**src/tbg_pkg.sv**
```systemverilog
// Package for the timer baud-rate generator: offsets, fields, types
`default_nettype none
package tbg_pkg;

   // APB byte offsets
   localparam logic [7:0] TBG_OFF_CTRL = 8'h00;  // timer_control_reg
   localparam logic [7:0] TBG_OFF_MODE = 8'h04;  // timer_mode_reg
   localparam logic [7:0] TBG_OFF_CNTL = 8'h08;  // count_low_byte
   localparam logic [7:0] TBG_OFF_CNTH = 8'h0C;  // count_high_byte
   localparam logic [7:0] TBG_OFF_RLDL = 8'h10;  // reload_low_byte
   localparam logic [7:0] TBG_OFF_RLDH = 8'h14;  // reload_high_byte
   localparam logic [7:0] TBG_OFF_SERIAL_CONTROL_REG = 8'h18;  // serial_control_reg
   localparam logic [7:0] TBG_OFF_POWER_CONTROL_REG = 8'h1C;  // power_control_reg

   // timer_control_reg fields
   localparam int TBG_B_OVF = 7;
   localparam int TBG_B_EXF = 6;
   localparam int TBG_B_RCLK = 5;
   localparam int TBG_B_TX_CLOCK_SOURCE_SEL = 4;
   localparam int TBG_B_EXEN = 3;
   localparam int TBG_B_RUN = 2;
   localparam int TBG_B_CSEL = 1;
   localparam int TBG_B_CPRL = 0;
   // serial_control_reg bit 7, power_control_reg bit 6
   localparam int TBG_B_SC7 = 7;
   localparam int TBG_B_FSEL = 6;

   // Reset values and counter maximum
   localparam logic [7:0] TBG_RST_BYTE = 8'h00;
   localparam logic [15:0] TBG_RST_WORD = 16'h0000;
   localparam logic [15:0] TBG_CNT_MAX = 16'hFFFF;
   // Oversampling divider of the serial side
   localparam int TBG_SER_DIV = 16;

   // Prescaler phase: one state time is two oscillator clocks
   typedef enum logic [0:0]
   {
      TBG_PH_A = 1'b0,
      TBG_PH_B = 1'b1
   } tbg_phase_t;

   // Bus request carried as one bundle
   typedef struct packed
   {
      logic sel;
      logic en;
      logic wr;
      logic [7:0] addr;
      logic [31:0] wdata;
   } tbg_apb_req_t;

   // Serial-facing outputs
   typedef struct packed
   {
      logic tx_tick;
      logic rx_tick;
      logic tx_bit_tick;
      logic rx_bit_tick;
   } tbg_ticks_t;

endpackage

`default_nettype wire

```
**src/tbg_div16.sv**
```systemverilog
// Divide-by-16 stage from baud ticks to bit-rate ticks
`timescale 1ns/1ps
`default_nettype none
module tbg_div16
   import tbg_pkg::*;
#(
   parameter int DIV = TBG_SER_DIV
)
(
   // Clock and reset
   input wire logic clk,
   input wire logic rst,
   // Tick in and divided tick out
   input wire logic tick_in,
   output var logic tick_out
);

   localparam int W = $clog2(DIV);

   typedef struct packed
   {
      logic [W-1:0] cnt;
      logic out;
   } tbg_div_st_t;

   tbg_div_st_t st_q;
   tbg_div_st_t st_d;

   // Count ticks, pulse on the last of each group
   always_comb
   begin
      st_d = st_q;
      st_d.out = 1'b0;
      if (tick_in)
      begin
         st_d.cnt = st_q.cnt + W'(1);
         if (st_q.cnt == W'(DIV - 1))
         begin
            st_d.cnt = '0;
            st_d.out = 1'b1;
         end
      end
   end

   always_ff @(posedge clk)
   begin
      if (rst)
         st_q <= '0;
      else
         st_q <= st_d;
   end

   assign tick_out = st_q.out;

endmodule

`default_nettype wire

```
**src/tbg_top.sv**
```systemverilog
// Timer baud-rate generator with serial framing flag and APB registers
`timescale 1ns/1ps
`default_nettype none
module tbg_top
   import tbg_pkg::*;
(
   // Clock and reset
   input wire logic clk,
   input wire logic rst,
   // APB slave
   input wire logic psel,
   input wire logic penable,
   input wire logic pwrite,
   input wire logic [7:0] paddr,
   input wire logic [31:0] pwdata,
   output var logic [31:0] prdata,
   output var logic pready,
   output var logic pslverr,
   // External pins
   input wire logic ext_count_pin,
   input wire logic ext_trigger_pin,
   // Other timer's baud ticks
   input wire logic other_tick,
   // Receiver stop-bit error event
   input wire logic rx_stop_bad,
   // Serial clock outputs
   output var logic tx_baud_tick,
   output var logic rx_baud_tick,
   output var logic tx_bit_tick,
   output var logic rx_bit_tick,
   // Overflow or external-edge flag interrupt request
   output var logic timer_irq
);

   ////////////////////////////////////////////////////////////////////
   // State

   typedef struct packed
   {
      logic [7:0] ctrl;
      logic [1:0] mode;
      logic [15:0] cnt;
      logic [15:0] rld;
      logic [7:0] serial_control_reg;
      logic [7:0] power_control_reg;
      logic fe;
      tbg_phase_t ph;
      logic cnt_pin;
      logic trg_pin;
      logic [31:0] rdata;
      logic rdy;
      logic err;
      logic tx_t;
      logic rx_t;
      logic irq;
   } tbg_st_t;

   tbg_st_t st_q;
   tbg_st_t st_d;
   tbg_apb_req_t req;
   tbg_ticks_t div_tk;

   // Known register address
   function automatic logic addr_ok(input logic [7:0] a);
      addr_ok = (a == TBG_OFF_CTRL) || (a == TBG_OFF_MODE) ||
                (a == TBG_OFF_CNTL) || (a == TBG_OFF_CNTH) ||
                (a == TBG_OFF_RLDL) || (a == TBG_OFF_RLDH) ||
                (a == TBG_OFF_SERIAL_CONTROL_REG) || (a == TBG_OFF_POWER_CONTROL_REG);
   endfunction

   always_comb
   begin
      req.sel = psel;
      req.en = penable;
      req.wr = pwrite;
      req.addr = paddr;
      req.wdata = pwdata;
   end

   ////////////////////////////////////////////////////////////////////
   // Next state

   always_comb
   begin
      logic baud;
      logic tick;
      logic roll;
      logic trg_fall;
      logic acc;
      logic wr;
      logic [7:0] sc7;
      baud = 1'b0;
      tick = 1'b0;
      roll = 1'b0;
      trg_fall = 1'b0;
      acc = 1'b0;
      wr = 1'b0;
      sc7 = 8'h00;
      st_d = st_q;
      st_d.rdy = 1'b0;
      st_d.err = 1'b0;
      st_d.tx_t = 1'b0;
      st_d.rx_t = 1'b0;
      st_d.cnt_pin = ext_count_pin;
      st_d.trg_pin = ext_trigger_pin;

      baud = st_q.ctrl[TBG_B_RCLK] | st_q.ctrl[TBG_B_TX_CLOCK_SOURCE_SEL];

      if (st_q.ctrl[TBG_B_RUN])
         st_d.ph = (st_q.ph == TBG_PH_A) ? TBG_PH_B : TBG_PH_A;

      // count pin falling edges as source
      if (st_q.ctrl[TBG_B_CSEL])
         tick = st_q.cnt_pin & ~ext_count_pin;
      else
         tick = baud ? (st_q.ph == TBG_PH_B) : 1'b0;

      tick = tick & st_q.ctrl[TBG_B_RUN];
      roll = tick && (st_q.cnt == TBG_CNT_MAX);

      if (tick)
         st_d.cnt = roll ? st_q.rld : st_q.cnt + 16'h0001;

      st_d.tx_t = st_q.ctrl[TBG_B_TX_CLOCK_SOURCE_SEL] ? roll : other_tick;
      st_d.rx_t = st_q.ctrl[TBG_B_RCLK] ? roll : other_tick;

      trg_fall = st_q.trg_pin & ~ext_trigger_pin & st_q.ctrl[TBG_B_EXEN];

      // Bus access phase, answered after one wait state
      acc = req.sel && req.en && !st_q.rdy;
      // Write lands at the edge that completes the transfer
      wr = req.sel && req.en && st_q.rdy && req.wr && addr_ok(req.addr);
      if (acc)
      begin
         st_d.rdy = 1'b1;
         st_d.err = !addr_ok(req.addr);
         sc7 = st_q.serial_control_reg;
         // bit 7 view depends on function select
         if (st_q.power_control_reg[TBG_B_FSEL])
            sc7[TBG_B_SC7] = st_q.fe;
         if (req.addr == TBG_OFF_CTRL)
            st_d.rdata = {24'h000000, st_q.ctrl};
         else if (req.addr == TBG_OFF_MODE)
            st_d.rdata = {30'h00000000, st_q.mode};
         else if (req.addr == TBG_OFF_CNTL)
            st_d.rdata = {24'h000000, st_q.cnt[7:0]};
         else if (req.addr == TBG_OFF_CNTH)
            st_d.rdata = {24'h000000, st_q.cnt[15:8]};
         else if (req.addr == TBG_OFF_RLDL)
            st_d.rdata = {24'h000000, st_q.rld[7:0]};
         else if (req.addr == TBG_OFF_RLDH)
            st_d.rdata = {24'h000000, st_q.rld[15:8]};
         else if (req.addr == TBG_OFF_SERIAL_CONTROL_REG)
            st_d.rdata = {24'h000000, sc7};
         else if (req.addr == TBG_OFF_POWER_CONTROL_REG)
            st_d.rdata = {24'h000000, st_q.power_control_reg};
         else
            st_d.rdata = 32'h00000000;
      end

      // Register writes; hardware sets below take priority
      // No interlock: a count write while running races the increment
      if (wr)
      begin
         if (req.addr == TBG_OFF_CTRL)
            st_d.ctrl = req.wdata[7:0];
         else if (req.addr == TBG_OFF_MODE)
            st_d.mode = req.wdata[1:0];
         else if (req.addr == TBG_OFF_CNTL)
            st_d.cnt[7:0] = req.wdata[7:0];
         else if (req.addr == TBG_OFF_CNTH)
            st_d.cnt[15:8] = req.wdata[7:0];
         else if (req.addr == TBG_OFF_RLDL)
            st_d.rld[7:0] = req.wdata[7:0];
         else if (req.addr == TBG_OFF_RLDH)
            st_d.rld[15:8] = req.wdata[7:0];
         else if (req.addr == TBG_OFF_SERIAL_CONTROL_REG)
         begin
            // framing flag cleared only by software
            if (st_q.power_control_reg[TBG_B_FSEL])
            begin
               st_d.serial_control_reg[6:0] = req.wdata[6:0];
               st_d.fe = req.wdata[TBG_B_SC7];
            end
            else
               st_d.serial_control_reg = req.wdata[7:0];
         end
         else if (req.addr == TBG_OFF_POWER_CONTROL_REG)
            st_d.power_control_reg = req.wdata[7:0];
      end

      // Hardware flag sets win over same-cycle clears
      // overflow flag only outside baud mode
      if (roll && !baud)
         st_d.ctrl[TBG_B_OVF] = 1'b1;
      // edge flag set, no reload in baud mode
      if (trg_fall)
         st_d.ctrl[TBG_B_EXF] = 1'b1;
      // missing stop bit sets framing flag
      if (rx_stop_bad)
         st_d.fe = 1'b1;

      st_d.irq = st_d.ctrl[TBG_B_OVF] | st_d.ctrl[TBG_B_EXF];
   end

   ////////////////////////////////////////////////////////////////////
   // Registers

   always_ff @(posedge clk)
   begin
      if (rst)
      begin
         st_q <= '0;
         st_q.ph <= TBG_PH_A;
      end
      else
         st_q <= st_d;
   end

   ////////////////////////////////////////////////////////////////////
   // Bit-rate dividers, one per direction

   logic [1:0] dir_tick;
   logic [1:0] dir_bit;

   // Index 0 is transmit, index 1 is receive
   assign dir_tick = {st_q.rx_t, st_q.tx_t};

   // bit rate is tick rate over 16
   for (genvar i = 0; i < 2; i++)
   begin : g_div
      tbg_div16 #(.DIV(TBG_SER_DIV)) u_div
      (
         .clk(clk),
         .rst(rst),
         .tick_in(dir_tick[i]),
         .tick_out(dir_bit[i])
      );
   end

   assign div_tk.tx_bit_tick = dir_bit[0];
   assign div_tk.rx_bit_tick = dir_bit[1];

   assign div_tk.tx_tick = st_q.tx_t;
   assign div_tk.rx_tick = st_q.rx_t;

   ////////////////////////////////////////////////////////////////////
   // Outputs, all from flip-flops

   // Straight from the state and divider flip-flops
   assign tx_baud_tick = div_tk.tx_tick;
   assign rx_baud_tick = div_tk.rx_tick;
   assign tx_bit_tick = div_tk.tx_bit_tick;
   assign rx_bit_tick = div_tk.rx_bit_tick;
   assign prdata = st_q.rdata;
   assign pready = st_q.rdy;
   assign pslverr = st_q.err;
   assign timer_irq = st_q.irq;

endmodule

`default_nettype wire

```
**config.mk**
```make
export PLATFORM = sky130hd
export DESIGN_NAME = tbg_top
export DESIGN_NICKNAME = d
export VERILOG_FILES = /design/src/tbg_pkg.sv /design/src/tbg_div16.sv /design/src/tbg_top.sv
export SDC_FILE = /design/constraint.sdc
export NUM_CORES = 1
export LEC_CHECK = 0
export ABC_CLOCK_PERIOD_IN_PS = 1900
export BUFFER_PORTS_ARGS = -buffer_cell sky130_fd_sc_hd__buf_2
export CAP_MARGIN = 20
export CELL_PAD_IN_SITES_DETAIL_PLACEMENT = 1
export CELL_PAD_IN_SITES_GLOBAL_PLACEMENT = 1
export CORE_MARGIN = 3
export CORE_UTILIZATION = 37
export DETAILED_ROUTE_END_ITERATION = 10
export PLACE_DENSITY = 0.74
export SYNTH_ARGS = -nofsm -noshare
export SYNTH_HDL_FRONTEND = slang
export SYNTH_SLANG_ARGS = --single-unit
```
**constraint.sdc**
```tcl
create_clock -name clk -period 1.9 [get_ports clk]
set_clock_uncertainty 0.15 [all_clocks]
set_input_delay 0.095 -clock clk [delete_from_list [all_inputs] [get_ports clk]]
set_output_delay 0.095 -clock clk [all_outputs]
set_load 0.02 [all_outputs]
```
==> results of run 1 <==
[stage by stage]
stage | total power, uW | worst slack [ns] | utilization, % | area, sq um
after floorplan | 2110 | 0.000753 | - | 4600
after global placement | 2210 | -0.167 | 44.8 | 5230
after detailed placement | 2230 | -0.258 | 44.8 | 5230
after CTS | 3930 | -0.0141 | 49.1 | 5730
after global routing | 4060 | -0.166 | 50.9 | 5940
final | 3910 | -0.0826 | 50.9 | 5940
[tightest hold or removal path, stage by stage]
cell and delay, ns:
buf_2 0.10, nand2_1 0.06, nor2_1 0.04, buf_4 0.16, nor2_1 0.09, nor3_1 0.05
[what timing repair did]
item | 4_1_cts | 5_1_grt
setup buffers | 6 | 4
hold endpoints to repair | 50 | 0
gates cloned | 0 | 1
hold buffers | 14 | 0
endpoints found under the setup margin | 14 | 23
pin swaps | 11 | 18
gates resized for setup | 22 | 41
[final cells by class]
| class | count | area, sq um |
|---|---|---|
| clock buffers | 10 | 239 |
| fillers | 1414 | 5730 |
| multi-input cells | 401 | 2650 |
| flip-flops and latches | 85 | 1720 |
| well taps | 143 | 179 |
| clock inverters | 5 | 37.5 |
| inverters | 7 | 26.3 |
| repair buffers | 144 | 1080 |
[worst paths after layout]
check	end	slack, ns	depth (start not counted)
setup / recovery	st_q[73]	-0.08	7
hold / removal	prdata[2]	0.13	6
setup reg to reg	st_q[73]	-0.08	7
hold reg to reg	prdata[5]	0.35	2
[placed cells by master (no fill, tap or decap), types with 13 or more instances in the layout]
| cell | Yosys | routed |
|---|---|---|
| nor2_1 | 82 | 80 |
| o21ai_0 | 16 | 13 |
| buf_4 | 32 | 87 |
| conb_1 | 1 | 24 |
| a21oi_1 | 33 | 32 |
| mux2i_1 | 43 | 43 |
| dlygate4sd3_1 | 0 | 14 |
| nand2_1 | 41 | 39 |
| dfxtp_1 | 85 | 72 |
| buf_2 | 9 | 38 |
[layer usage]
| metal | global-route usage (%) | part of all wire (%) | wire length, um |
|---|---|---|---|
| met5 | 0 | 0 | 0 |
| met4 | 8.74 | 3.1 | 501 |
| met3 | 6.68 | 5.3 | 847 |
| met2 | 38.5 | 48 | 7740 |
| met1 | 29.5 | 43 | 6870 |
[registers in the layout (all words and copies together) (netlist names)]
signal                count
tx_baud_tick              1
g_div.u_div.st_q          8
st_q                     62
rx_baud_tick              1
pready                    1
prdata                    8
timer_irq                 1
pslverr                   1
g_div.u_div.tick_out      2
[power groups by stage]
stage                     Clock [uW]  Combinational [uW]  Sequential, uW
after global routing            1800                 440            1820
after detailed placement           0                 365            1860
final                           1680                 407            1820
after CTS                       1710                 391            1820
after floorplan                    0                 253            1860
after global placement             0                 355            1860
[cells by family after synthesis]
logic type | Yosys count | share of synthesized area [%]
buf+inv | 73 | 9.51
compound gates | 110 | 16.3
mux | 49 | 11.5
simple gates | 212 | 23.4
fa+ha+maj | 3 | 0.832
xor+xnor | 3 | 0.583
flops | 85 | 37.7
other cells | 1 | 0.0831
==> results.cfg, run 1 <==
[run_status]
outcome = complete, but fails checks
violations = negative setup slack

[place]
port_buffers = 39
place_hpwl_um = 11200
gp_congestion = 0.884
placedCellCount = 757

[global_routing]
grt.overflow.total = 0
grt_pass1_vias = 4545
grt_antenna_before_repair = 0
grtUsageTotal_pct = 23.5
grt_pass1_wl_um = 24200
grt_max_degree = 39

[pwr]
internal-power_uw = 2860
seqPwrFrac_pct = 46.6
clkPwrFrac_pct = 43.0
vdd_drop_max_v = 0.000555
p_leak_uw = 0.00262
p_switching_uw = 1040
powerDensity_nw_per_um2 = 658
p_sw_share_pct = 26.7
combPwrFrac_pct = 10.4

[timing]
finalCritPeriodShare_pct = 104
slew-limit-headroom_pct = 62.9
finalWorstSetupSlack_ns = -0.0826
fin_setup_tns_ns = -0.0826
min_period_ns = 1.98
worst_pin_slew_ns = 0.553
setup_viol = 1
maxSlewViolCount = 0
final_hold_viol_count = 0
whs_ns = 0.131
rsz0062_at_grt = true
fmax_ghz = 0.504

[route]
wl_per_cell_um = 20.1
viasPerCell = 5.53
drc_errors = 0
wl_um = 16000
drt-pass1-iter-count = 5
vias = 4397
final_antenna_net_count = 0
drt-initial-drc-count = 278

[synthesis]
yosysMostFrequentCell = dfxtp_1
ys_top_cells_by_area = dfxtp_1 (38%), mux2i_1 (9.5%), nor2_1 (6.8%)
synth_cell_types = 58
synthTopCellsByCount = dfxtp_1 (85), nor2_1 (82), mux2i_1 (43)
synth_top_area_share_pct = 37.7
synth_seq_area_share_pct = 37.7
synth-async-reset-ratio_pct = 0
synth_edf_count = 0
yosys_warnings = 0
yosysTopAreaCell = dfxtp_1
ys_ff_latch = 85
syn_inst = 536
avgSynthCellArea_sq_um = 8.42
ys.flop_type = dfxtp_1
synthesis.area_sq_um = 4510

[floorplanning]
die_y_um = 116
dieArea_sq_um = 13600
die_x_um = 116
num_rows = 39
start_util_pct = 38.7
ios = 88
core_area_sq_um = 11700

[worst_hold_path]
worstHoldStart = penable
hold_path.class = primary input to flop

[setup_path]
cpPeakStageDelay_ns = 0.35
worstSetupStartpoint = st_q[86]
cp-start-kind = flop
required_ns = 1.99
end_kind = flop
worst_path_dominant_cell_family = simple AND/OR/NAND/NOR gates
crit_top_cell = mux2i_1
cp_max_fo = 6
crit_buf_inv = 1
worstSetupPathType = flop to flop
cp_data_arrival_time_ns = 2.08
crit_path_cell_trace = nand3_4 -> nor4_4 -> and3_4 -> buf_12 -> mux2i_1 -> mux2i_1 -> a211oi_1
cp_slowest_cell = dfxtp_2
r2r_start = st_q[86]

[clocking]
cts_root_buf = clkbuf_16
cts_tree = yes
clock_sink_count = 85
cts_made_buffers = 9
htree_levels = 3
clock_latency_ns = 0.36
cts_buffer_depth = 2
clk_pin_slew_ns = 0.07

[finish]
n_antenna_cell = 0
drive_gt1_share_pct = 32.1
finalNetCount = 700
area_growth_pct = 31.6
finalNonFillerCells = 795

[flow_run]
drv_cap = 0
Note: power is estimated with default switching activity, not from simulation.
==> inputs of run 2 (changes only) <==
- ABC_CLOCK_PERIOD_IN_PS: 1900 -> 2160
- CORE_UTILIZATION: 37 -> 40
- PLACE_DENSITY: 0.74 -> 0.76
- clock period: 1.9 -> 2.16 ns (I/O delays scaled with it)
==> run 2 against run 1 <==
- the run now ends clean
- global-route usage decreased by 0.28 points
- sequential share of layout area increased by 2.6 points
- worst hold slack got worse by 0.068 ns
- final cell count decreased by 6.2%
- register-to-register slack improved by 0.21 ns
- clock power decreased by 3%
- combinational power decreased by 18%
- largest power group is now the clock network
==> results.cfg, run 2 (same netlist as run 1, synthesis figures left out) <==
[global_routing]
grt_max_degree = 30
grt.overflow.total = 0
grt_antenna_before_repair = 0
grt_pass1_vias = 4335
grt_pass1_wl_um = 23300
grtUsageTotal_pct = 23.2

[worst_hold_path]
holdPathEnd = st_q[72]
whs_path_depth = 2
hold_path.class = primary input to flop
worstHoldStart = rst

[setup_path]
end_kind = flop
cp-start-kind = flop
required_ns = 2.22
worstSetupPathType = flop to flop
r2r_setup_slack_ns = 0.13
cp_data_arrival_time_ns = 2.09
reg2regPathDepth = 6
r2r_start = st_q[58]
reg2reg_to = prdata[1]
cp_max_fo = 3

[timing]
min_period_ns = 2.03
fin_setup_tns_ns = 0
finalWorstSetupSlack_ns = 0.130
fmax_ghz = 0.493
slew-limit-headroom_pct = 62.7
finalCritPeriodShare_pct = 94.0
final_hold_viol_count = 0
maxSlewViolCount = 0
worst_pin_slew_ns = 0.546
setup_viol = 0

[place]
place_ws_ns = 0.0256
place_hpwl_um = 10400
port_buffers = 39
placedCellCount = 718
gp_congestion = 0.895

[route]
route.met2.wl_um = 7150
wl_per_cell_um = 19.5
met1Wirelength_um = 6280
vias = 4264
highest_layer = met4
wl_um = 14600
viasPerCell = 5.72
dr_wl_met3_um = 778
final_antenna_net_count = 0
drt-pass1-iter-count = 4
drt-initial-drc-count = 200
drc_errors = 0

[clocking]
cts_buffer_depth = 2
clk_pin_slew_ns = 0.06
htree_levels = 3
cts_made_buffers = 9
clock_latency_ns = 0.34
cts_tree = yes
cts_root_buf = clkbuf_16
clock_sink_count = 85

[pwr]
powerDensity_nw_per_um2 = 657
design_power_total_uw = 3570
p_leak_uw = 0.00236
vdd_drop_max_v = 0.000287

[finish]
n_antenna_cell = 0
largest_register_ffs = 62
finalNonFillerCells = 746
layout_common_cells = nor2_1 (81), dfxtp_1 (76), buf_4 (45), mux2i_1 (43), nand2_1 (41)
layout_commonest_cell = nor2_1
drive_gt1_share_pct = 22.4
regMostFlops = st_q
finalNetCount = 654
area_growth_pct = 20.4

[floorplanning]
num_rows = 38
ios = 88
core_area_sq_um = 10900
dieArea_sq_um = 12600
start_util_pct = 41.2
die_y_um = 112
die_x_um = 112

[run_status]
outcome = complete, no violations

[flow_run]
drv_cap = 0
run 2: what timing repair did:
action | 4_1_cts | 5_1_grt
setup endpoints to repair | 1 | 14
setup buffers | 0 | 1
endpoints found under the hold margin | 18 | 0
pin swaps | 0 | 2
hold buffers | 12 | 0
resized for setup | 1 | 22
run 2: layer usage:
| layer | up-vias | global-route usage, % |
|---|---|---|
| met3 | 27 | 4.04 |
| met1 | 2118 | 30.4 |
| met2 | 125 | 38.8 |
| met5 | - | 0 |
| met4 | 0 | 8.09 |
| li1 | 1994 | - |
run 2: worst max-delay path by stage:
stage                         from   endpoint  slack (ns)  depth (start not counted)
after global routing      st_q[87]   st_q[73]       -0.02                          7
final                     st_q[58]  prdata[1]        0.13                          6
after CTS                 st_q[74]   st_q[73]        0.01                          8
after detailed placement  st_q[95]   st_q[76]        0.03                          6
after floorplan             pready   st_q[56]        0.19                          7
after global placement    paddr[3]  prdata[0]        0.09                          8
run 2: critical path, cell delays in order (launching register included):
cell and delay (ns):
dfxtp_1 0.33, or3_1 0.36, mux4_2 0.45, inv_1 0.07, a211oi_1 0.10, a211oi_1 0.35
nor3_1 0.09
run 2: per-stage QoR:
stage	cell area (sq um)	util (%)	hold WS [ns]
CTS	5360	49.0	0.0497
global route	5430	49.6	0.0696
detailed placement	4930	45.1	0.195
floorplan	4600	-	0.0684
global placement	4930	45.1	0.192
finish	5430	49.6	0.0622
run 2: layout make-up:
cell class                 count  area [sq um]
clock buffer                  11           233
clock inverter                 4          73.8
fill                        1333          5510
inverter                       7          26.3
multi-input combinational    401          2510
sequential                    85          1720
tap                          140           175
timing repair buffer          98           693
run 2: power breakdown:
group | internal [uW] | switching [uW] | total (uW)
combinational | 116 | 217 | 333
clock | 1010 | 625 | 1630
sequential | 1580 | 14.7 | 1600
total | 2710 | 857 | 3570
==> inputs of run 3 (changes only) <==
- BUFFER_PORTS_ARGS: -buffer_cell sky130_fd_sc_hd__buf_2 -> -buffer_cell sky130_fd_sc_hd__buf_4
==> run 3 against run 2 <==
- global-route usage fell by 1.3 points
- count of clock-buffer cells in the layout up 1
- non-clock buffer count decreased by 14
- clock power shrank 9%
- via count down 3.9%
- sequential share of layout area rose by 0.38 points
- sequential power hardly changed
- total power fell by 4.2%
- first-iteration DRC count fell by 2.0%
- register-to-register slack about the same
==> results.cfg, run 3 (same netlist as run 1, synthesis figures left out) <==
[clocking]
clock_sink_count = 85
cts_root_buf = clkbuf_16
cts_buffer_depth = 2
cts_tree = yes
clock_latency_ns = 0.35
htree_levels = 3
clk_pin_slew_ns = 0.06
cts_setup_buffers = 0
cts_made_buffers = 9

[timing]
fmax_ghz = 0.491
rsz0062_at_grt = true
fin_setup_tns_ns = 0
final_hold_viol_count = 0
finalWorstSetupSlack_ns = 0.124
slew-limit-headroom_pct = 59.1
worst_pin_slew_ns = 0.598
min_period_ns = 2.04
maxSlewViolCount = 0
finalCritPeriodShare_pct = 94.3
setup_viol = 0

[global_routing]
grtUsageTotal_pct = 22.0
grt_max_degree = 55
grt.overflow.total = 0
grt_pass1_vias = 4218
grt_pass1_wl_um = 22100
grt_antenna_before_repair = 0

[finish]
final_area_sq_um = 5350
n_antenna_cell = 0
layout_commonest_cell = nor2_1
drive_gt1_share_pct = 19.7
finalNetCount = 640
area_growth_pct = 18.7
layout_common_cells = nor2_1 (81), dfxtp_1 (77), buf_4 (70), mux2i_1 (43), nand2_1 (41)
regMostFlops = st_q
largest_register_ffs = 62
finalNonFillerCells = 733

[setup_path]
worstSetupPathType = flop to flop
r2r_setup_slack_ns = 0.12
reg2reg_to = st_q[73]
reg2regPathDepth = 7
crit_path_end = st_q[73]
cp_max_fo = 9
cp_data_arrival_time_ns = 2.14
required_ns = 2.27
end_kind = flop
worstSetupStartpoint = st_q[86]
cp-start-kind = flop
r2r_start = st_q[86]

[route]
final_antenna_net_count = 0
wl_um = 13600
drc_errors = 0
wl_per_cell_um = 18.6
viasPerCell = 5.59
drt-pass1-iter-count = 4
vias = 4099
drt-initial-drc-count = 196

[floorplanning]
core_area_sq_um = 10900
die_y_um = 112
die_x_um = 112
dieArea_sq_um = 12600
start_util_pct = 41.2
num_rows = 38
ios = 88

[place]
port_buffers = 39
dpl_cell_area_sq_um = 4910
place_ws_ns = 0.0533
place_hpwl_um = 9910
placedCellCount = 704
gp_congestion = 0.864

[pwr]
design_power_total_uw = 3420
vdd_drop_max_v = 0.000344
p_leak_uw = 0.00230
powerDensity_nw_per_um2 = 638

[run_status]
outcome = complete, no violations

[flow_run]
drv_cap = 0

[worst_hold_path]
hold_path.class = primary input to flop
run 3: cell types whose count changed in the layout (fill, tap and decap cells not counted), moves of 2 or more:
cell,delta
buf_2,-39
buf_4,+25
a2111oi_0,+2
and2_1,+2
and2_2,-2
bufinv_16,-2
clkbuf_8,+2
run 3: cell type report:
class	count	area, sq um
fillers	1325	5580
multi-input cells	401	2480
flip-flops and latches	85	1710
repair buffers	84	676
clock buffers	12	256
well taps	140	175
clock inverters	4	30.0
inverters	7	26.3
run 3: worst min-delay path by stage:
| stage | startpoint | to | cells after the start |
|---|---|---|---|
| after CTS | paddr[6] | prdata[7] | 5 |
| after floorplan | pwdata[5] | st_q[78] | 1 |
| final | paddr[6] | prdata[7] | 5 |
| after detailed placement | ext_count_pin | st_q[38] | 2 |
| after global placement | ext_trigger_pin | st_q[37] | 2 |
| after global routing | paddr[6] | prdata[7] | 5 |
run 3: worst max-delay path, cell delays in order (launching register included):
cell	delay (ns)
dfxtp_2	0.39
nand3_2	0.13
nor4_4	0.34
and3_1	0.23
buf_4	0.19
mux2i_1	0.20
mux2i_1	0.09
a211oi_1	0.23
run 3: per-layer routing:
metal | global-route usage [%] | part of all wire (%)
met3 | 3.77 | 6.3
met2 | 37.2 | 48
met4 | 6.97 | 1.9
met5 | 0 | 0
met1 | 28.6 | 44
run 3: stage by stage:
step / utilization (%) / hold WS, ns
floorplan: - / 0.0684
global placement: 44.9 / 0.184
detailed placement: 44.9 / 0.192
CTS: 48.8 / 0.0463
global route: 48.9 / 0.0821
finish: 48.9 / 0.0502
run 3: report_power, final:
| group | internal [uW] | total, uW | switching, uW | leakage [uW] |
|---|---|---|---|---|
| Clock | 847 | 1490 | 647 | 0.000139 |
| Sequential | 1590 | 1600 | 16.1 | 0.000692 |
| Combinational | 115 | 321 | 205 | 0.00147 |
| Total | 2550 | 3420 | 868 | 0.00230 |
run 3: what timing repair did:
| item | CTS | global route |
|---|---|---|
| hold buffers | 13 | 0 |
| hold endpoints to repair | 62 | 0 |
| resized for setup | 0 | 12 |
| endpoints found under the setup margin | 0 | 19 |
